### config.mk
export PLATFORM = sky130hd
export DESIGN_NAME = cesid_decode
export DESIGN_NICKNAME = d
export VERILOG_FILES = /design/src/rtl/cesid_pkg.sv /design/src/rtl/cesid_decode.sv
export SDC_FILE = /design/constraint.sdc
export NUM_CORES = 1
export LEC_CHECK = 0
export BUFFER_PORTS_ARGS = -buffer_cell sky130_fd_sc_hd__buf_2
export CAP_MARGIN = 20
export CORE_AREA = 5 5 73 75
export DETAILED_ROUTE_END_ITERATION = 7
export DIE_AREA = 0 0 78 80
export PLACE_DENSITY_LB_ADDON = 0.05
export RECOVER_POWER = 100
export SLEW_MARGIN = 20
export SYNTH_ARGS = -nofsm -noshare
export SYNTH_HDL_FRONTEND = slang
export SYNTH_SLANG_ARGS = --single-unit
### constraint.sdc
create_clock -name clock -period 1.2 [get_ports clock]
set_input_delay 0 -clock clock [delete_from_list [all_inputs] [get_ports clock]]
set_output_delay 0 -clock clock [all_outputs]
set_load 0.02 [all_outputs]
### src/rtl/cesid_pkg.sv
/*
 * Shared constants and carrier types for the condition evaluator and the
 * compact instruction decoder.
 * Assumes a single core clock domain and no register bus.
 */
`default_nettype none

package cesid_pkg;

  // ------------------------------------------------------------------
  // Field mask bit positions
  // ------------------------------------------------------------------
  localparam int MASK_CTRL_BIT = 3;
  localparam int MASK_EXT_BIT = 2;
  localparam int MASK_STAT_BIT = 1;
  localparam int MASK_FLAG_BIT = 0;

  // ------------------------------------------------------------------
  // Condition codes
  // ------------------------------------------------------------------
  localparam logic [3:0] COND_ZERO_SET = 4'h0;
  localparam logic [3:0] COND_ZERO_CLEAR = 4'h1;
  localparam logic [3:0] COND_CARRY_SET = 4'h2;
  localparam logic [3:0] COND_CARRY_CLEAR = 4'h3;
  localparam logic [3:0] COND_NEGATIVE = 4'h4;
  localparam logic [3:0] COND_NONNEGATIVE = 4'h5;
  localparam logic [3:0] COND_OVF_SET = 4'h6;
  localparam logic [3:0] COND_OVF_CLEAR = 4'h7;
  localparam logic [3:0] COND_UNSIGNED_ABOVE = 4'h8;
  localparam logic [3:0] COND_UNSIGNED_LS = 4'h9;
  localparam logic [3:0] COND_SIGNED_AT_LEAST = 4'ha;
  localparam logic [3:0] COND_SIGNED_BELOW = 4'hb;
  localparam logic [3:0] COND_SIGNED_ABOVE = 4'hc;
  localparam logic [3:0] COND_SIGNED_AT_MOST = 4'hd;
  localparam logic [3:0] COND_ALWAYS = 4'he;
  localparam logic [3:0] COND_SWI = 4'hf;

  // ------------------------------------------------------------------
  // Top-bit patterns and field bit positions of the compact formats
  // ------------------------------------------------------------------
  localparam logic [2:0] PAT_IMM_ALU = 3'h1;
  localparam logic [5:0] PAT_HIREG = 6'h11;
  localparam logic [3:0] PAT_LDST_REG = 4'h5;
  localparam logic [2:0] PAT_LDST_IMM = 3'h3;
  localparam logic [3:0] PAT_LDST_HALF = 4'h8;
  localparam logic [3:0] PAT_LDST_SP = 4'h9;
  localparam logic [7:0] PAT_SP_ADJ = 8'hb0;
  localparam logic [3:0] PAT_MULTI = 4'hc;
  localparam logic [3:0] PAT_COND_BR = 4'hd;
  localparam logic [3:0] PAT_LONG_BL = 4'hf;
  localparam int SIGNED_SEL_BIT = 9;
  localparam int BYTE_BIT_IMM = 12;
  localparam int LOAD_BIT = 11;
  localparam int HIGH_HALF_BIT = 11;
  localparam int STACK_SIGN_BIT = 7;

  typedef enum logic [3:0] {
    FMT_OTHER, FMT_IMM_ALU, FMT_HIREG, FMT_LDST_REG, FMT_LDST_SIGNED,
    FMT_LDST_IMM, FMT_LDST_HALF, FMT_LDST_SP, FMT_SP_ADJ, FMT_MULTI,
    FMT_COND_BR, FMT_SWI, FMT_LONG_BL
  } cesid_fmt_e;

  typedef struct packed {
    logic n;
    logic z;
    logic c;
    logic v;
  } cesid_flags_s;

  typedef struct packed {
    logic ctrl;
    logic ext;
    logic stat;
    logic flag;
  } cesid_suffix_s;

  typedef struct packed {
    cesid_fmt_e fmt;
    logic [1:0] op;
    logic load;
    logic byte_sel;
    logic high_dst;
    logic high_src;
    logic [2:0] dst_reg;
    logic [2:0] base_reg_field;
    logic [2:0] index_reg_field;
    logic [10:0] offset;
    logic [7:0] reg_list;
    logic [3:0] cond;
    logic stack_sub;
    logic [6:0] stack_adjust_imm;
  } cesid_insn_s;

endpackage : cesid_pkg

`default_nettype wire

### src/rtl/cesid_decode.sv
/*
 * Field mask builder, condition evaluator and compact instruction format
 * classifier, all registered once on the core clock.
 * Assumes instruction word, flags and suffix inputs come from core logic
 * in the same clock domain, so no synchronisers are needed.
 */
//
// Overview of operation
// - Control suffix sets mask bit 3; extension suffix sets mask bit 2.
// - Flags suffix sets mask bit 0; status suffix sets mask bit 1.
// - Single-flag conditions test Z, C, N or V set or clear.
// - Unsigned-above passes when C set and Z clear.
// - Signed-below passes when N differs from V.
// - Signed-above passes when Z clear and N equals V.
// - Signed-at-most passes when Z set or N differs from V.
// - Top bits 001 decode immediate move/compare/add/subtract fields.
// - Top bits 010001 decode high-register operation or branch-exchange.
// - Top bits 0101 with bit 9 clear decode register-offset load/store.
// - Top bits 0101 with bit 9 set decode sign-extended load/store.
// - Top bits 011 decode immediate-offset load/store; bit12 byte, bit11 load.
// - Top bits 1000 decode halfword load/store with five-bit offset.
// - Top bits 1001 decode stack-relative load/store with eight-bit offset.
// - Top bits 10110000 decode stack adjust with sign and seven-bit size.
// - Top bits 1100 decode multiple load/store with register list.
// - Top bits 1111 decode long branch half; bit 11 picks high/low.
`timescale 1ns/1ps
`default_nettype none

module cesid_decode (
  input wire logic clock,
  input wire logic rst,
  input wire cesid_pkg::cesid_suffix_s suffix,
  input wire logic [3:0] cond_in,
  input wire cesid_pkg::cesid_flags_s flags,
  input wire logic [15:0] insn,
  output logic [3:0] field_mask,
  output logic cond_pass,
  output var cesid_pkg::cesid_insn_s decoded
);

  // ------------------------------------------------------------------
  // Condition evaluation
  // ------------------------------------------------------------------
  function automatic logic cond_eval(input logic [3:0] cc,
                                     input cesid_pkg::cesid_flags_s f);
    logic r;
    r = 1'b0;
    unique case (cc)
      cesid_pkg::COND_ZERO_SET: r = f.z;
      cesid_pkg::COND_ZERO_CLEAR: r = !f.z;
      cesid_pkg::COND_CARRY_SET: r = f.c;
      cesid_pkg::COND_CARRY_CLEAR: r = !f.c;
      cesid_pkg::COND_NEGATIVE: r = f.n;
      cesid_pkg::COND_NONNEGATIVE: r = !f.n;
      cesid_pkg::COND_OVF_SET: r = f.v;
      cesid_pkg::COND_OVF_CLEAR: r = !f.v;
      cesid_pkg::COND_UNSIGNED_ABOVE: r = f.c && !f.z;
      // Lower-or-same is deliberately left failing; its meaning is unsettled.
      cesid_pkg::COND_UNSIGNED_LS: r = 1'b0;
      cesid_pkg::COND_SIGNED_AT_LEAST: r = (f.n == f.v);
      cesid_pkg::COND_SIGNED_BELOW: r = (f.n != f.v);
      cesid_pkg::COND_SIGNED_ABOVE: r = !f.z && (f.n == f.v);
      cesid_pkg::COND_SIGNED_AT_MOST: r = f.z || (f.n != f.v);
      cesid_pkg::COND_ALWAYS: r = 1'b1;
      cesid_pkg::COND_SWI: r = 1'b0;
    endcase
    return r;
  endfunction : cond_eval

  // ------------------------------------------------------------------
  // Format classification
  // ------------------------------------------------------------------
  cesid_pkg::cesid_insn_s next_decoded;

  always_comb begin
    next_decoded = '0;
    next_decoded.fmt = cesid_pkg::FMT_OTHER;
    next_decoded.dst_reg = insn[2:0];
    next_decoded.base_reg_field = insn[5:3];
    next_decoded.index_reg_field = insn[8:6];
    next_decoded.load = insn[cesid_pkg::LOAD_BIT];
    if (insn[15:13] == cesid_pkg::PAT_IMM_ALU) begin
      next_decoded.fmt = cesid_pkg::FMT_IMM_ALU;
      next_decoded.op = insn[12:11];
      next_decoded.dst_reg = insn[10:8];
      next_decoded.offset = {3'h0, insn[7:0]};
    end else if (insn[15:10] == cesid_pkg::PAT_HIREG) begin
      next_decoded.fmt = cesid_pkg::FMT_HIREG;
      next_decoded.op = insn[9:8];
      next_decoded.high_dst = insn[7];
      next_decoded.high_src = insn[6];
    end else if (insn[15:12] == cesid_pkg::PAT_LDST_REG) begin
      if (insn[cesid_pkg::SIGNED_SEL_BIT]) begin
        // H and S take the places of the load and byte flags.
        next_decoded.fmt = cesid_pkg::FMT_LDST_SIGNED;
      end else begin
        next_decoded.fmt = cesid_pkg::FMT_LDST_REG;
      end
      next_decoded.byte_sel = insn[10];
    end else if (insn[15:13] == cesid_pkg::PAT_LDST_IMM) begin
      next_decoded.fmt = cesid_pkg::FMT_LDST_IMM;
      next_decoded.byte_sel = insn[cesid_pkg::BYTE_BIT_IMM];
      next_decoded.offset = {6'h00, insn[10:6]};
    end else if (insn[15:12] == cesid_pkg::PAT_LDST_HALF) begin
      next_decoded.fmt = cesid_pkg::FMT_LDST_HALF;
      next_decoded.offset = {6'h00, insn[10:6]};
    end else if (insn[15:12] == cesid_pkg::PAT_LDST_SP) begin
      next_decoded.fmt = cesid_pkg::FMT_LDST_SP;
      next_decoded.dst_reg = insn[10:8];
      next_decoded.offset = {3'h0, insn[7:0]};
    end else if (insn[15:8] == cesid_pkg::PAT_SP_ADJ) begin
      next_decoded.fmt = cesid_pkg::FMT_SP_ADJ;
      next_decoded.stack_sub = insn[cesid_pkg::STACK_SIGN_BIT];
      next_decoded.stack_adjust_imm = insn[6:0];
    end else if (insn[15:12] == cesid_pkg::PAT_MULTI) begin
      next_decoded.fmt = cesid_pkg::FMT_MULTI;
      next_decoded.base_reg_field = insn[10:8];
      next_decoded.reg_list = insn[7:0];
    end else if (insn[15:12] == cesid_pkg::PAT_COND_BR) begin
      next_decoded.cond = insn[11:8];
      next_decoded.offset = {3'h0, insn[7:0]};
      if (insn[11:8] == cesid_pkg::COND_SWI) begin
        next_decoded.fmt = cesid_pkg::FMT_SWI;
      end else begin
        next_decoded.fmt = cesid_pkg::FMT_COND_BR;
      end
    end else if (insn[15:12] == cesid_pkg::PAT_LONG_BL) begin
      next_decoded.fmt = cesid_pkg::FMT_LONG_BL;
      next_decoded.load = insn[cesid_pkg::HIGH_HALF_BIT];
      next_decoded.offset = insn[10:0];
    end
  end

  // ------------------------------------------------------------------
  // Output registers
  // ------------------------------------------------------------------
  always_ff @(posedge clock) begin
    if (rst) begin
      field_mask <= 4'h0;
    end else begin
      field_mask[cesid_pkg::MASK_CTRL_BIT] <= suffix.ctrl;
      field_mask[cesid_pkg::MASK_EXT_BIT] <= suffix.ext;
      field_mask[cesid_pkg::MASK_FLAG_BIT] <= suffix.flag;
      field_mask[cesid_pkg::MASK_STAT_BIT] <= suffix.stat;
    end
  end

  always_ff @(posedge clock) begin
    if (rst) begin
      cond_pass <= 1'b0;
    end else begin
      cond_pass <= cond_eval(cond_in, flags);
    end
  end

  always_ff @(posedge clock) begin
    if (rst) begin
      decoded <= '0;
    end else begin
      decoded <= next_decoded;
    end
  end

  // ------------------------------------------------------------------
  // Checks
  // ------------------------------------------------------------------
  chk_mask_ctrl: assert property (@(posedge clock) disable iff (rst)
    !$past(rst) |->
    field_mask[cesid_pkg::MASK_CTRL_BIT] == $past(suffix.ctrl) &&
    field_mask[cesid_pkg::MASK_EXT_BIT] == $past(suffix.ext))
    else $error("control or extension mask bit wrong");

  chk_mask_flags: assert property (@(posedge clock) disable iff (rst)
    !$past(rst) |->
    field_mask[cesid_pkg::MASK_FLAG_BIT] == $past(suffix.flag) &&
    field_mask[cesid_pkg::MASK_STAT_BIT] == $past(suffix.stat))
    else $error("flags or status mask bit wrong");

  chk_zero_cond: assert property (@(posedge clock) disable iff (rst)
    cond_in == cesid_pkg::COND_ZERO_SET |=> cond_pass == $past(flags.z))
    else $error("zero-set condition wrong");

  chk_zclear_cond: assert property (@(posedge clock) disable iff (rst)
    cond_in == cesid_pkg::COND_ZERO_CLEAR |=>
    cond_pass == !$past(flags.z))
    else $error("zero-clear condition wrong");

  chk_carry_cond: assert property (@(posedge clock) disable iff (rst)
    cond_in == cesid_pkg::COND_CARRY_SET |=> cond_pass == $past(flags.c))
    else $error("carry-set condition wrong");

  chk_cclear_cond: assert property (@(posedge clock) disable iff (rst)
    cond_in == cesid_pkg::COND_CARRY_CLEAR |=>
    cond_pass == !$past(flags.c))
    else $error("carry-clear condition wrong");

  chk_neg_cond: assert property (@(posedge clock) disable iff (rst)
    cond_in == cesid_pkg::COND_NEGATIVE |=> cond_pass == $past(flags.n))
    else $error("negative condition wrong");

  chk_nonneg_cond: assert property (@(posedge clock) disable iff (rst)
    cond_in == cesid_pkg::COND_NONNEGATIVE |=>
    cond_pass == !$past(flags.n))
    else $error("non-negative condition wrong");

  chk_ovf_cond: assert property (@(posedge clock) disable iff (rst)
    cond_in == cesid_pkg::COND_OVF_SET |=> cond_pass == $past(flags.v))
    else $error("overflow-set condition wrong");

  chk_vclear_cond: assert property (@(posedge clock) disable iff (rst)
    cond_in == cesid_pkg::COND_OVF_CLEAR |=>
    cond_pass == !$past(flags.v))
    else $error("overflow-clear condition wrong");

  chk_above_cond: assert property (@(posedge clock) disable iff (rst)
    cond_in == cesid_pkg::COND_UNSIGNED_ABOVE |=>
    cond_pass == ($past(flags.c) && !$past(flags.z)))
    else $error("unsigned-above condition wrong");

  chk_atleast_cond: assert property (@(posedge clock) disable iff (rst)
    cond_in == cesid_pkg::COND_SIGNED_AT_LEAST |=>
    cond_pass == ($past(flags.n) == $past(flags.v)))
    else $error("signed-at-least condition wrong");

  chk_below_cond: assert property (@(posedge clock) disable iff (rst)
    cond_in == cesid_pkg::COND_SIGNED_BELOW |=>
    cond_pass == ($past(flags.n) != $past(flags.v)))
    else $error("signed-below condition wrong");

  chk_sabove_cond: assert property (@(posedge clock) disable iff (rst)
    cond_in == cesid_pkg::COND_SIGNED_ABOVE |=>
    cond_pass == (!$past(flags.z) && $past(flags.n) == $past(flags.v)))
    else $error("signed-above condition wrong");

  chk_atmost_cond: assert property (@(posedge clock) disable iff (rst)
    cond_in == cesid_pkg::COND_SIGNED_AT_MOST |=>
    cond_pass == ($past(flags.z) || $past(flags.n) != $past(flags.v)))
    else $error("signed-at-most condition wrong");

  chk_imm_fmt: assert property (@(posedge clock) disable iff (rst)
    insn[15:13] == cesid_pkg::PAT_IMM_ALU |=>
    decoded.fmt == cesid_pkg::FMT_IMM_ALU &&
    decoded.op == $past(insn[12:11]) && decoded.dst_reg == $past(insn[10:8])
    && decoded.offset == {3'h0, $past(insn[7:0])})
    else $error("immediate format decode wrong");

  chk_highreg_fmt: assert property (@(posedge clock) disable iff (rst)
    insn[15:10] == cesid_pkg::PAT_HIREG |=>
    decoded.fmt == cesid_pkg::FMT_HIREG && decoded.op == $past(insn[9:8]) &&
    decoded.high_dst == $past(insn[7]) && decoded.high_src == $past(insn[6]))
    else $error("high-register format decode wrong");

  chk_regoff_fmt: assert property (@(posedge clock) disable iff (rst)
    insn[15:12] == cesid_pkg::PAT_LDST_REG &&
    !insn[cesid_pkg::SIGNED_SEL_BIT] |=>
    decoded.fmt == cesid_pkg::FMT_LDST_REG &&
    decoded.index_reg_field == $past(insn[8:6]))
    else $error("register-offset load/store decode wrong");

  chk_signed_fmt: assert property (@(posedge clock) disable iff (rst)
    insn[15:12] == cesid_pkg::PAT_LDST_REG &&
    insn[cesid_pkg::SIGNED_SEL_BIT] |=>
    decoded.fmt == cesid_pkg::FMT_LDST_SIGNED &&
    decoded.load == $past(insn[cesid_pkg::LOAD_BIT]) &&
    decoded.byte_sel == $past(insn[10]))
    else $error("sign-extended load/store decode wrong");

  chk_immoff_fmt: assert property (@(posedge clock) disable iff (rst)
    insn[15:13] == cesid_pkg::PAT_LDST_IMM |=>
    decoded.fmt == cesid_pkg::FMT_LDST_IMM &&
    decoded.byte_sel == $past(insn[cesid_pkg::BYTE_BIT_IMM]) &&
    decoded.offset == {6'h00, $past(insn[10:6])})
    else $error("immediate-offset load/store decode wrong");

  chk_half_fmt: assert property (@(posedge clock) disable iff (rst)
    insn[15:12] == cesid_pkg::PAT_LDST_HALF |=>
    decoded.fmt == cesid_pkg::FMT_LDST_HALF &&
    decoded.load == $past(insn[cesid_pkg::LOAD_BIT]) &&
    decoded.offset == {6'h00, $past(insn[10:6])})
    else $error("halfword load/store decode wrong");

  chk_sprel_fmt: assert property (@(posedge clock) disable iff (rst)
    insn[15:12] == cesid_pkg::PAT_LDST_SP |=>
    decoded.fmt == cesid_pkg::FMT_LDST_SP &&
    decoded.dst_reg == $past(insn[10:8]) &&
    decoded.offset == {3'h0, $past(insn[7:0])})
    else $error("stack-relative load/store decode wrong");

  chk_spadj_fmt: assert property (@(posedge clock) disable iff (rst)
    insn[15:8] == cesid_pkg::PAT_SP_ADJ |=>
    decoded.fmt == cesid_pkg::FMT_SP_ADJ &&
    decoded.stack_sub == $past(insn[cesid_pkg::STACK_SIGN_BIT]) &&
    decoded.stack_adjust_imm == $past(insn[6:0]))
    else $error("stack adjust decode wrong");

  chk_multi_fmt: assert property (@(posedge clock) disable iff (rst)
    insn[15:12] == cesid_pkg::PAT_MULTI |=>
    decoded.fmt == cesid_pkg::FMT_MULTI &&
    decoded.base_reg_field == $past(insn[10:8]) &&
    decoded.reg_list == $past(insn[7:0]))
    else $error("multiple load/store decode wrong");

  chk_longbr_fmt: assert property (@(posedge clock) disable iff (rst)
    insn[15:12] == cesid_pkg::PAT_LONG_BL |=>
    decoded.fmt == cesid_pkg::FMT_LONG_BL &&
    decoded.load == $past(insn[cesid_pkg::HIGH_HALF_BIT]) &&
    decoded.offset == $past(insn[10:0]))
    else $error("long branch half decode wrong");

  chk_condbr_fmt: assert property (@(posedge clock) disable iff (rst)
    insn[15:12] == cesid_pkg::PAT_COND_BR &&
    insn[11:8] != cesid_pkg::COND_SWI |=>
    decoded.fmt == cesid_pkg::FMT_COND_BR)
    else $error("conditional branch decode wrong");

  chk_swi_fmt: assert property (@(posedge clock) disable iff (rst)
    insn[15:12] == cesid_pkg::PAT_COND_BR &&
    insn[11:8] == cesid_pkg::COND_SWI |=>
    decoded.fmt == cesid_pkg::FMT_SWI &&
    decoded.offset == {3'h0, $past(insn[7:0])})
    else $error("software interrupt not taken over branch");

endmodule : cesid_decode

`default_nettype wire

Word level (Yosys, flattened, before mapping)
Index checks and enable logic that the tools add are counted.

Register bits: 55. Bits in latches: 0. Bits in writable memories: 0. ROM bits: 0. Input bits: 30. Output and inout bits: 55. Word-level logic and storage cells: 111. Memories kept: 0.

Add/subtract/negate cells: 0. Multiply operators: 0. Divide/modulo/power cells: 0. Order comparisons: 0. Equal/unequal tests: 28. Shift operators: 0. Mux-type cells: 43. Bitwise logic cells: 5. Reduce and logical (&&, ||, !) cells: 16.

Operators with widths (count): $mux W20 (4); $mux W8 (9); $eq A4 B4 Y1 const B (14); $mux W28 (2); $mux W4 (10); $mux W3 (8); $mux W6 (4); $eq A4 B3 Y1 const B (5); $pmux W1 S15 (1); $reduce_or A11 Y1 (1); $reduce_or A10 Y1 (1); $reduce_or A9 Y1 (1); $eq A4 B2 Y1 const B (2); $eq A8 B8 Y1 const B (1); $reduce_or A8 Y1 (1); $eq A6 B5 Y1 const B (1); $reduce_or A3 Y1 (2); $not A1 Y1 (5); $eq A4 B1 Y1 const B (1); $logic_not A1 Y1 (4); $logic_not A4 Y1 (1); $mux W2 (2); $reduce_or A2 Y1 (2); $eq A3 B1 Y1 const B (1); 6 further kinds (9).

Depth between registers and ports, before layout
Gate-level depths: netlist of run 1.

Word-level depth: 11. Gate-level depth with buffers: 6. Mapped depth without buffers: 4.

Worst setup path before layout of run 1
No wires, ideal clock.

Path type: input-to-reg. Start point: input port insn[12]. End point: register decoded[35] (netlist name). Library setup time: 0.128 ns. Arrival time: 0.898 ns. Slack: 0.175 ns. Stages on the path: 6. Path buffers: 2. Cell sequence: buf_2 nor3b_1 and2_1 buf_2 mux2i_1 nor2_1.

Word-level cells in the longest chain between the ends: 9. Elaborated cells on any way between the ends: 14. Those cells by class: eq/ne: 6; mux: 8.

Ends and longest elaborated chain: from (decl) (RTL line cesid_decode.sv:35) `input wire logic [15:0] insn,`; $eq A4 B4 Y1 (RTL line cesid_decode.sv:115) `end else if (insn[15:12] == cesid_pkg::PAT_MULTI) begin`; $mux W3 (RTL line cesid_decode.sv:115); $mux W3 (RTL line cesid_decode.sv:111) `end else if (insn[15:8] == cesid_pkg::PAT_SP_ADJ) begin`; $mux W3 (RTL line cesid_decode.sv:107) `end else if (insn[15:12] == cesid_pkg::PAT_LDST_SP) begin`; $mux W6 (RTL line cesid_decode.sv:104) `end else if (insn[15:12] == cesid_pkg::PAT_LDST_HALF) begin`; $mux W6 (RTL line cesid_decode.sv:100) `end else if (insn[15:13] == cesid_pkg::PAT_LDST_IMM) begin`; $mux W6 (RTL line cesid_decode.sv:92) `end else if (insn[15:12] == cesid_pkg::PAT_LDST_REG) begin`; $mux W6 (*) (RTL line cesid_decode.sv:87) `end else if (insn[15:10] == cesid_pkg::PAT_HIREG) begin`; $mux W3 (*) (RTL line cesid_decode.sv:82) `if (insn[15:13] == cesid_pkg::PAT_IMM_ALU) begin`; to (signal assigned) (RTL line cesid_decode.sv:160) `decoded <= next_decoded;`; to (decl) (RTL line cesid_decode.sv:38) `output var cesid_pkg::cesid_insn_s decoded`.

Mark *: on every way between the ends. The rest lies on a longest branch, timed or not. A chain may end at the register's enable or synchronous reset.

Worst setup path in the final report of run 1
Start point: input port insn[2]. End point: register decoded[22] (netlist name).

Word-level cells in the longest chain between the ends: 10.

Ends and longest elaborated chain: $mux W8 (RTL line cesid_decode.sv:127) `end else if (insn[15:12] == cesid_pkg::PAT_LONG_BL) begin`; $mux W8 (RTL line cesid_decode.sv:119) `end else if (insn[15:12] == cesid_pkg::PAT_COND_BR) begin`; $mux W8 (RTL line cesid_decode.sv:115); $mux W20 (RTL line cesid_decode.sv:111); $mux W8 (RTL line cesid_decode.sv:107); $mux W8 (RTL line cesid_decode.sv:104); $mux W8 (RTL line cesid_decode.sv:100); $mux W28 (RTL line cesid_decode.sv:92); $mux W28 (RTL line cesid_decode.sv:87); $mux W8 (*) (RTL line cesid_decode.sv:82).

Marks and branches as above.

==> results.py, run 1 <==
metrics = {
    "logic_synthesis": {
        "syn_inst": 203,
        "synth-xor-area-share": 0.00426,
        "ys_top_cells_by_area": "dfxtp_1, and2_1, nor2_1",
        "ys.flop_type": "dfxtp_1",
        "synthMuxAreaShare": 0.0724,
        "synth.avg_cell_area_um2": 10.1,
        "synth-async-reset-ratio": 0,
        "synth_top_area_cell": "dfxtp_1",
        "synth_top_area_frac": 0.536,
        "synth_edf_count": 0,
        "synthDistinctLibCells": 41,
        "ys_seq_elements": 55,
        "synth_common_cells": "dfxtp_1, and2_1, nor2_1",
        "synthAdderAreaFrac": 0,
        "synth_warnings": 0,
        "synth_top_family_by_area": "simple AND/OR/NAND/NOR gates",
        "syn_area_um2": 2060,
        "synth_compound_gate_area_share": 0.122,
        "syn-num-nets": 233,
        "synth-simple-area-share": 0.217,
        "yosysSeqAreaShare": 0.536,
        "yosysMostFrequentCell": "dfxtp_1",
    },
    "global_route": {
        "grt_pass1_wl_um": 7980,
        "grtUsageTotal": 0.160,
        "grt-ovfl-total": 0,
        "antenna_found_initial": 0,
        "grt_start_max_net_pins": 17,
        "grt_pass1_vias": 1684,
    },
    "sta": {
        "finalCritPeriodShare": 0.841,
        "worstMarginPinSlew_ns": 0.549,
        "period_needed_ns": 1.01,
        "tns_ns": 0,
        "report.final.slew_viol_count": 0,
        "hold_viol": 0,
        "setup_viol": 0,
        "clock.fmax_mhz": 991,
        "rsz0062_at_grt": "false",
        "slew_headroom": 0.634,
    },
    "setup_path": {
        "end_kind": "flop",
        "max_stage_delay_ns": 0.52,
        "endpoint": "decoded[22]",
        "required_ns": 1.41,
        "startpoint": "insn[2]",
        "critical_path.startpoint_type": "input port",
        "critPathMaxFanout": 5,
        "crit_path_cell_trace": "dlygate4sd3_1, clkbuf_1, mux2_2, a21oi_1, a211oi_1",
        "crit_type": "in2reg",
        "critical_path.slowest_cell": "dlygate4sd3_1",
        "crit_arrival_ns": 1.22,
    },
    "cells_and_area": {
        "nets": 336,
        "finalNonFillerCells": 361,
        "fin_util": 0.587,
        "drive_above_1_share": 0.166,
        "syn2layout_area_growth_pct": 31.3,
        "n_fill_cell": 469,
        "fin_area_um2": 2700,
        "seq_area_um2": 1100,
        "multiInputGateArea_um2": 843,
        "n_antenna_cell": 0,
    },
    "drt": {
        "drc": 0,
        "dr_total_vias": 1732,
        "wire_per_inst_um": 13.7,
        "wl_met3_um": 341,
        "dr.max_layer_used": "met4",
        "drtIter0Drc": 35,
        "wl_met1_um": 2240,
        "vias_per_cell": 4.80,
        "first_pass_iters": 4,
        "met2WireLength_um": 2290,
        "finalWirelength_um": 4930,
        "antenna_left": 0,
    },
    "floorplanning": {
        "die_x_um": 78,
        "io_pins": 85,
        "start_util": 0.447,
        "row_count": 25,
        "chipHeight_um": 80,
        "core_um2": 4600,
        "die_area_um2": 6240,
    },
    "clock_tree": {
        "cts_tree": "yes",
        "cts_root_buffer": "clkbuf_8",
        "clockBufferDepth": 2,
        "cts_max_level": 2,
        "path_clk_slew_ns": 0.09,
        "numCtsBuffers": 5,
        "post-cts-setup-buffer-count": 0,
        "cts_sinks": 55,
    },
    "pwr": {
        "power.density_nw_per_um2": 1270,
        "leakagePower_nw": 1.08,
        "ir_drop_v": 0.000639,
    },
    "run_status": {
        "status": "completed",
    },
    "job": {
        "cap_viol_max_count": 0,
    },
    "placed_design": {
        "place_hpwl_um": 3590,
        "dp.cells": 340,
        "placed_cell_area_um2": 2570,
        "place_congestion": 0.734,
        "port_buffers": 84,
    },
    "hold_path": {
        "hold_path_class": "in2reg",
        "hold_depth": 3,
    },
}
## registers in the layout (all words and copies together), names as in the netlist
name and count:
decoded 50, field_mask 4, cond_pass 1
## worst min-delay path by stage
stage,from,endpoint,slack (ns)
after global placement,suffix[0],field_mask[0],0.21
after global routing,rst,decoded[49],0.05
after floorplan,insn[0],decoded[0],0.12
final,rst,decoded[49],0.05
after detailed placement,suffix[1],field_mask[1],0.22
after CTS,rst,decoded[49],0.04
## power by group
| part | switching [mW] | total, mW | leakage, nW | internal [mW] |
|---|---|---|---|---|
| clock network | 0.566 | 1.04 | 0.0484 | 0.474 |
| registers | 0.0151 | 1.90 | 0.450 | 1.88 |
| logic | 0.286 | 0.486 | 0.583 | 0.200 |
## metal layers
layer / vias up / track usage
met4: 0 / 0.0405
met2: 53 / 0.267
met5: - / 0
met3: 6 / 0.0474
li1: 888 / -
met1: 785 / 0.201
## cell type report
| cell class | instances | share of cell area |
|---|---|---|
| Sequential cell | 55 | 0.408 |
| Multi-Input combinational cell | 126 | 0.312 |
| Timing Repair Buffer | 111 | 0.210 |
| Clock buffer | 7 | 0.0320 |
| Tap cell | 54 | 0.0250 |
| Inverter | 7 | 0.00973 |
| Clock inverter | 1 | 0.00324 |
## stage by stage
step | total power [mW] | setup WS (ns) | hold slack, ns
floorplan | 2.23 | 0.175 | 0.122
global placement | 2.42 | 0.0440 | 0.212
detailed placement | 2.42 | 0.0275 | 0.217
CTS | 3.50 | 0.231 | 0.0403
global route | 3.61 | 0.0903 | 0.0467
finish | 3.42 | 0.191 | 0.0527
## worst max-delay path: cells and delay by family
kind / cells / cell delay (ns)
multiplexers: 1 / 0.19
buffers and inverters: 2 / 0.72
AO/OA/AOI/OAI: 2 / 0.31
## layout by cell type, fill, tap and decap left out, drive strengths merged
master       synthesis  final
inv                  7      7
dlygate4sd3          0     13
and2                25     25
clkbuf               5     72
mux2i                7      7
a211oi               7      7
a31oi                1      1
o21ai                2      2
o21bai               1      1
nor3b                3      3
xnor2                1      1
mux4                 1      1
nand3b               2      2
dfxtp               55     55
o31ai                1      1
nor3                 3      3
clkinv               0      1
nor2b                7      7
a21oi               11     11
nand2                2      2
a41o                 1      1
nand3                2      2
o2111ai              1      1
o211ai               1      1
nand2b               7      7
or4                  1      1
mux2                 5      5
buf                 10     33
a221o                1      1
a22oi                8      8
nor4                 1      1
and3                 1      1
o22ai                1      1
or2                  1      1
nor2                21     21
## kinds of logic after synthesis
kind of cell,count (synthesis)
and+or+nand+nor,76
AOI/OAI and AO/OA,36
DFF,55
buffers and inverters,22
xor gates and xnor gates,1
muxes,13
## repair_timing
| action | 4_1_cts | 5_1_grt |
|---|---|---|
| hold endpoints to repair | 28 | 0 |
| resized for setup | 0 | 0 |
| hold buffers | 13 | 0 |
(Power assumes the default switching activity.)
==> run 2, diff against run 1 <==
Clock period 1.2 ns to 1 ns, I/O delays scaled along.
==> run 2 against run 1 <==
Non-clock buffer count is 9 higher. Utilization increased by 1.9 points. Via count is 0.17% lower. Combinational power rose by 27%. Global-route usage is 0.24 points higher. Clock power is 32% higher. Cell count grew 2.2%. Count of clock-buffer cells in the layout shrank 1. Largest cell class unchanged.
==> results.py, run 2 (synthesis results as in run 1) <==
metrics = {
    "run_status": {
        "status": "completed",
    },
    "floorplanning": {
        "chipHeight_um": 80,
        "die_x_um": 78,
        "io_pins": 85,
        "row_count": 25,
        "start_util": 0.447,
        "die_area_um2": 6240,
        "core_um2": 4600,
    },
    "cells_and_area": {
        "multiInputGateArea_um2": 852,
        "fin_area_um2": 2790,
        "drive_above_1_share": 0.203,
        "final_common_cell": "clkbuf_1",
        "syn2layout_area_growth_pct": 35.5,
        "n_fill_cell": 442,
        "largest_registers": "decoded: 50 flops, field_mask: 4 flops, cond_pass: 1 flops",
        "nets": 345,
        "seq_area_um2": 1100,
        "largest_register_ffs": 50,
        "n_antenna_cell": 0,
        "top_register": "decoded",
        "layout_common_cells": "clkbuf_1, dfxtp_1, buf_2",
    },
    "setup_path": {
        "critical_path.slowest_cell": "dlygate4sd3_1",
        "crit_buf_inv": 2,
        "end_kind": "flop",
        "max_stage_delay_ns": 0.54,
        "critical_path.startpoint_type": "input port",
        "crit_path_cell_trace": "dlygate4sd3_1, clkbuf_1, mux2_2, a21oi_1, a211oi_1",
        "critPathTopFamily": "buffers and inverters",
        "crit_type": "in2reg",
        "crit_arrival_ns": 1.17,
        "required_ns": 1.18,
        "critPathMaxFanout": 5,
    },
    "placed_design": {
        "place_congestion": 0.768,
        "placed_cell_area_um2": 2660,
        "detailedPlace.worstSlack_ns": -0.232,
        "place_hpwl_um": 3600,
        "port_buffers": 84,
    },
    "pwr": {
        "power.density_nw_per_um2": 1530,
        "comb_power_share": 0.145,
        "fin_total_pwr_mw": 4.26,
        "ir_drop_v": 0.000750,
        "power.net_switching_mw": 1.00,
        "leakagePower_nw": 1.15,
        "internal-power_mw": 3.26,
        "p_sw_frac": 0.235,
        "p_seq_frac": 0.534,
        "pwr-share-clk": 0.321,
    },
    "clock_tree": {
        "cts_sinks": 55,
        "path_clk_slew_ns": 0.09,
        "numCtsBuffers": 5,
        "cts_tree": "yes",
        "clockBufferDepth": 2,
        "cts_root_buffer": "clkbuf_8",
        "cts_max_level": 2,
    },
    "global_route": {
        "met2_usage": 0.273,
        "grt_use_met3": 0.0485,
        "antenna_found_initial": 0,
        "grt-busiest-layer": "met2",
        "met1_usage": 0.202,
        "grtUsageTotal": 0.162,
        "grt_start_max_net_pins": 16,
        "grt_pass1_wl_um": 8040,
        "grt-ovfl-total": 0,
        "grt_pass1_vias": 1729,
    },
    "sta": {
        "setup_ws_ns": 0.00981,
        "worstMarginPinSlew_ns": 0.542,
        "clock.fmax_mhz": 1010,
        "tns_ns": 0,
        "period_needed_ns": 0.990,
        "rsz0062_at_grt": "false",
        "finalCritPeriodShare": 0.990,
        "hold_viol": 0,
        "setup_viol": 0,
        "slew_headroom": 0.637,
        "report.final.slew_viol_count": 0,
    },
    "drt": {
        "finalWirelength_um": 4870,
        "dr_total_vias": 1729,
        "antenna_left": 0,
        "first_pass_iters": 4,
        "drc": 0,
        "vias_per_cell": 4.69,
        "drtIter0Drc": 78,
        "wire_per_inst_um": 13.2,
    },
    "hold_path": {
        "hold_path_class": "in2reg",
    },
    "job": {
        "cap_viol_max_count": 0,
    },
}
## run 2: cell count changes in the layout (fill, tap and decap cells not counted), moves of 2 or more
cell,previous run,this run
buf_4,11,20
buf_2,22,24
clkbuf_1,66,64
dlygate4sd3_1,13,11
## run 2: path summary, 6_finish.rpt
kind	startpoint	to	slack [ns]	cells after the start
max	insn[6]	decoded[20]	0.01	5
min	cond_in[0]	cond_pass	0.01	3
## run 2: what timing repair did
action / in CTS / in global routing
hold buffers: 12 / 0
setup buffers: 0 / 0
resized for setup: 0 / 3
endpoints found under the setup margin: 0 / 2
endpoints found under the hold margin: 22 / 0
## run 2: per-layer routing
layer  vias to the layer above  routed length [um]
met1                       762                2220
met3                         4                 389
met4                         0                  40
met2                        58                2220
li1                        905                   -
met5                         -                   0
## run 2: final cells by class
type / instances / share of cell area
multi-input combinational: 126 / 0.306
inverter: 7 / 0.00943
clock inverter: 1 / 0.0108
clock buffer: 6 / 0.0260
timing repair buffer: 120 / 0.229
sequential: 55 / 0.395
tap: 54 / 0.0242
## run 2: metrics by stage
stage / util / instances / hold WS (ns)
finish: 0.606 / 369 / 0.0113
global route: 0.606 / 369 / 0.0278
CTS: 0.627 / 370 / 0.00267
detailed placement: 0.579 / 351 / 0.213
global placement: 0.579 / 351 / 0.210
floorplan: - / 203 / 0.122
## run 2: power by group through the flow
stage	combinational [mW]	clock, mW	sequential (mW)
floorplan	0.259	0	2.42
global placement	0.612	0	2.33
detailed placement	0.614	0	2.33
CTS	0.652	1.42	2.28
global route	0.679	1.51	2.29
finish	0.617	1.37	2.28
==> run 3, diff against run 2 <==
Settings changed: ABC_AREA set to 1, CORE_AREA 5 5 73 75 to 5 5 72 74, DIE_AREA 0 0 78 80 to 0 0 77 79.
==> run 3 against run 2 <==
Clock power is 7% higher. Cell count is 16% higher. Synthesized area is 2.1% lower. Fmax is 12% higher. Flip-flop and latch count stayed put. Die area is 2.5% lower. Critical path depth is 4 lower. Power is 1.3% higher. Non-clock buffer count is 12 lower. Synthesized cell count is 29% higher. Combinational power is 6.0% lower. Critical endpoint is now field_mask[1]. Largest power group unchanged.
==> results.py, run 3 <==
metrics = {
    "run_status": {
        "status": "completed",
    },
    "sta": {
        "report.final.slew_viol_count": 0,
        "rsz0062_at_grt": "false",
        "clock.fmax_mhz": 1130,
        "finalCritPeriodShare": 0.887,
        "slew_headroom": 0.739,
        "setup_viol": 0,
        "tns_ns": 0,
        "worstMarginPinSlew_ns": 0.391,
        "hold_viol": 0,
        "period_needed_ns": 0.887,
        "setup_ws_ns": 0.113,
    },
    "setup_path": {
        "critPathMaxFanout": 1,
        "critical_path.slowest_cell": "dfxtp_1",
        "end_kind": "output port",
        "crit_buf_inv": 1,
        "critPathTopFamily": "flip-flops",
        "crit_path_cell_trace": "clkbuf_1",
        "crit_type": "reg2out",
        "required_ns": 1.00,
        "max_stage_delay_ns": 0.34,
        "critical_path.startpoint_type": "flop",
        "crit_arrival_ns": 0.89,
        "startpoint": "field_mask[1]",
    },
    "cells_and_area": {
        "layout_common_cells": "clkbuf_1, dfxtp_1, nand2_1",
        "fin_util": 0.599,
        "top_register": "decoded",
        "final_common_cell": "clkbuf_1",
        "largest_register_ffs": 50,
        "n_antenna_cell": 0,
        "n_fill_cell": 469,
        "nets": 403,
        "finalNonFillerCells": 428,
        "syn2layout_area_growth_pct": 35.0,
        "drive_above_1_share": 0.134,
        "largest_registers": "decoded: 50 flops, field_mask: 4 flops, cond_pass: 1 flops",
    },
    "drt": {
        "vias_per_cell": 4.60,
        "first_pass_iters": 4,
        "drc": 0,
        "dr_total_vias": 1968,
        "antenna_left": 0,
        "wire_per_inst_um": 12.0,
        "drtIter0Drc": 118,
        "finalWirelength_um": 5150,
    },
    "placed_design": {
        "dp.cells": 406,
        "place_congestion": 0.883,
        "port_buffers": 84,
        "place_hpwl_um": 3910,
        "detailedPlace.worstSlack_ns": -0.0702,
    },
    "floorplanning": {
        "row_count": 25,
        "chipHeight_um": 79,
        "start_util": 0.444,
        "core_um2": 4540,
        "die_x_um": 77,
        "die_area_um2": 6080,
        "io_pins": 85,
    },
    "logic_synthesis": {
        "synth_edf_count": 0,
        "yosysSeqAreaShare": 0.547,
        "synth_top_area_cell": "dfxtp_1",
        "synth_warnings": 0,
        "syn_area_um2": 2010,
        "synth_common_cells": "dfxtp_1, nand2_1, nor2_1",
        "syn-num-nets": 292,
        "synth_top_area_frac": 0.547,
        "ys_seq_elements": 55,
        "syn_inst": 262,
        "synth.avg_cell_area_um2": 7.68,
        "synthDistinctLibCells": 24,
        "ys.flop_type": "dfxtp_1",
        "synth-async-reset-ratio": 0,
        "ys_top_cells_by_area": "dfxtp_1, nand2_1, nor2_1",
        "yosysMostFrequentCell": "dfxtp_1",
    },
    "clock_tree": {
        "post_cts_resized": 0,
        "cts_max_level": 2,
        "clockBufferDepth": 2,
        "numCtsBuffers": 5,
        "path_clk_slew_ns": 0.10,
        "cts_sinks": 55,
        "cts_root_buffer": "clkbuf_8",
        "cts_tree": "yes",
    },
    "pwr": {
        "power.net_switching_mw": 1.10,
        "p_sw_frac": 0.254,
        "leakagePower_nw": 1.35,
        "fin_total_pwr_mw": 4.32,
        "pwr-share-clk": 0.339,
        "internal-power_mw": 3.22,
        "ir_drop_v": 0.000667,
        "comb_power_share": 0.134,
        "p_seq_frac": 0.527,
        "power.density_nw_per_um2": 1590,
    },
    "global_route": {
        "antenna_found_initial": 0,
        "grtUsageTotal": 0.181,
        "grt-ovfl-total": 0,
        "grt_pass1_vias": 1975,
        "grt_pass1_wl_um": 8980,
        "grt_start_max_net_pins": 19,
    },
    "hold_path": {
        "hold_start": "insn[10]",
        "hold_path_class": "in2reg",
    },
    "job": {
        "cap_viol_max_count": 0,
    },
}
run 3: cell count changes after synthesis, sizes merged, moves of 8 or more:
cell,change
buf,-8
nor2,+28
and2,-25
nand3,+15
nand2,+54
o21ai,+9
inv,+37
a22oi,-8
run 3: path summary, 6_finish.rpt:
| path | end | cells after the start |
|---|---|---|
| worst min-delay path | decoded[30] | 3 |
| worst max-delay path | field_mask[1] | 1 |
run 3: cell families after synthesis:
kind of cell	count (synthesis)	synth area share
simple gates	131	0.280
buf+inv	49	0.0939
compound gates	27	0.0790
flops	55	0.547
run 3: power by group through the flow:
stage          registers [mW]  clock network, mW  logic [mW]
4_1_cts                  2.27               1.50       0.613
5_1_grt                  2.29               1.62       0.657
6_report                 2.28               1.46       0.580
3_5_place_dp             2.33                  0       0.567
3_3_place_gp             2.32                  0       0.566
2_1_floorplan            2.42                  0       0.237
run 3: what timing repair did:
item / 4_1_cts / 5_1_grt
buffers inserted: 0 / 0
hold endpoints to repair: 22 / 0
hold buffers: 14 / 0
run 3: metrics by stage:
step	instance area, um^2	hold WS (ns)
floorplan	2010	0.107
global placement	2550	0.199
detailed placement	2550	0.212
CTS	2810	0.0248
global route	2720	0.0539
finish	2720	0.0379
run 3: area by class of cell:
type	count	area (um^2)	area share
multi-input combinational	158	704	0.259
sequential	55	1100	0.405
clock inverter	3	46.3	0.0170
clock buffer	5	68.8	0.0253
tap	54	67.6	0.0249
inverter	45	169	0.0622
timing repair buffer	108	559	0.206
run 3: layer usage:
metal	vias up	track usage	routed length [um]
met5	-	0	0
met1	872	0.242	2380
met4	0	0.0687	64
met3	6	0.0522	356
li1	1027	-	-
met2	63	0.278	2350
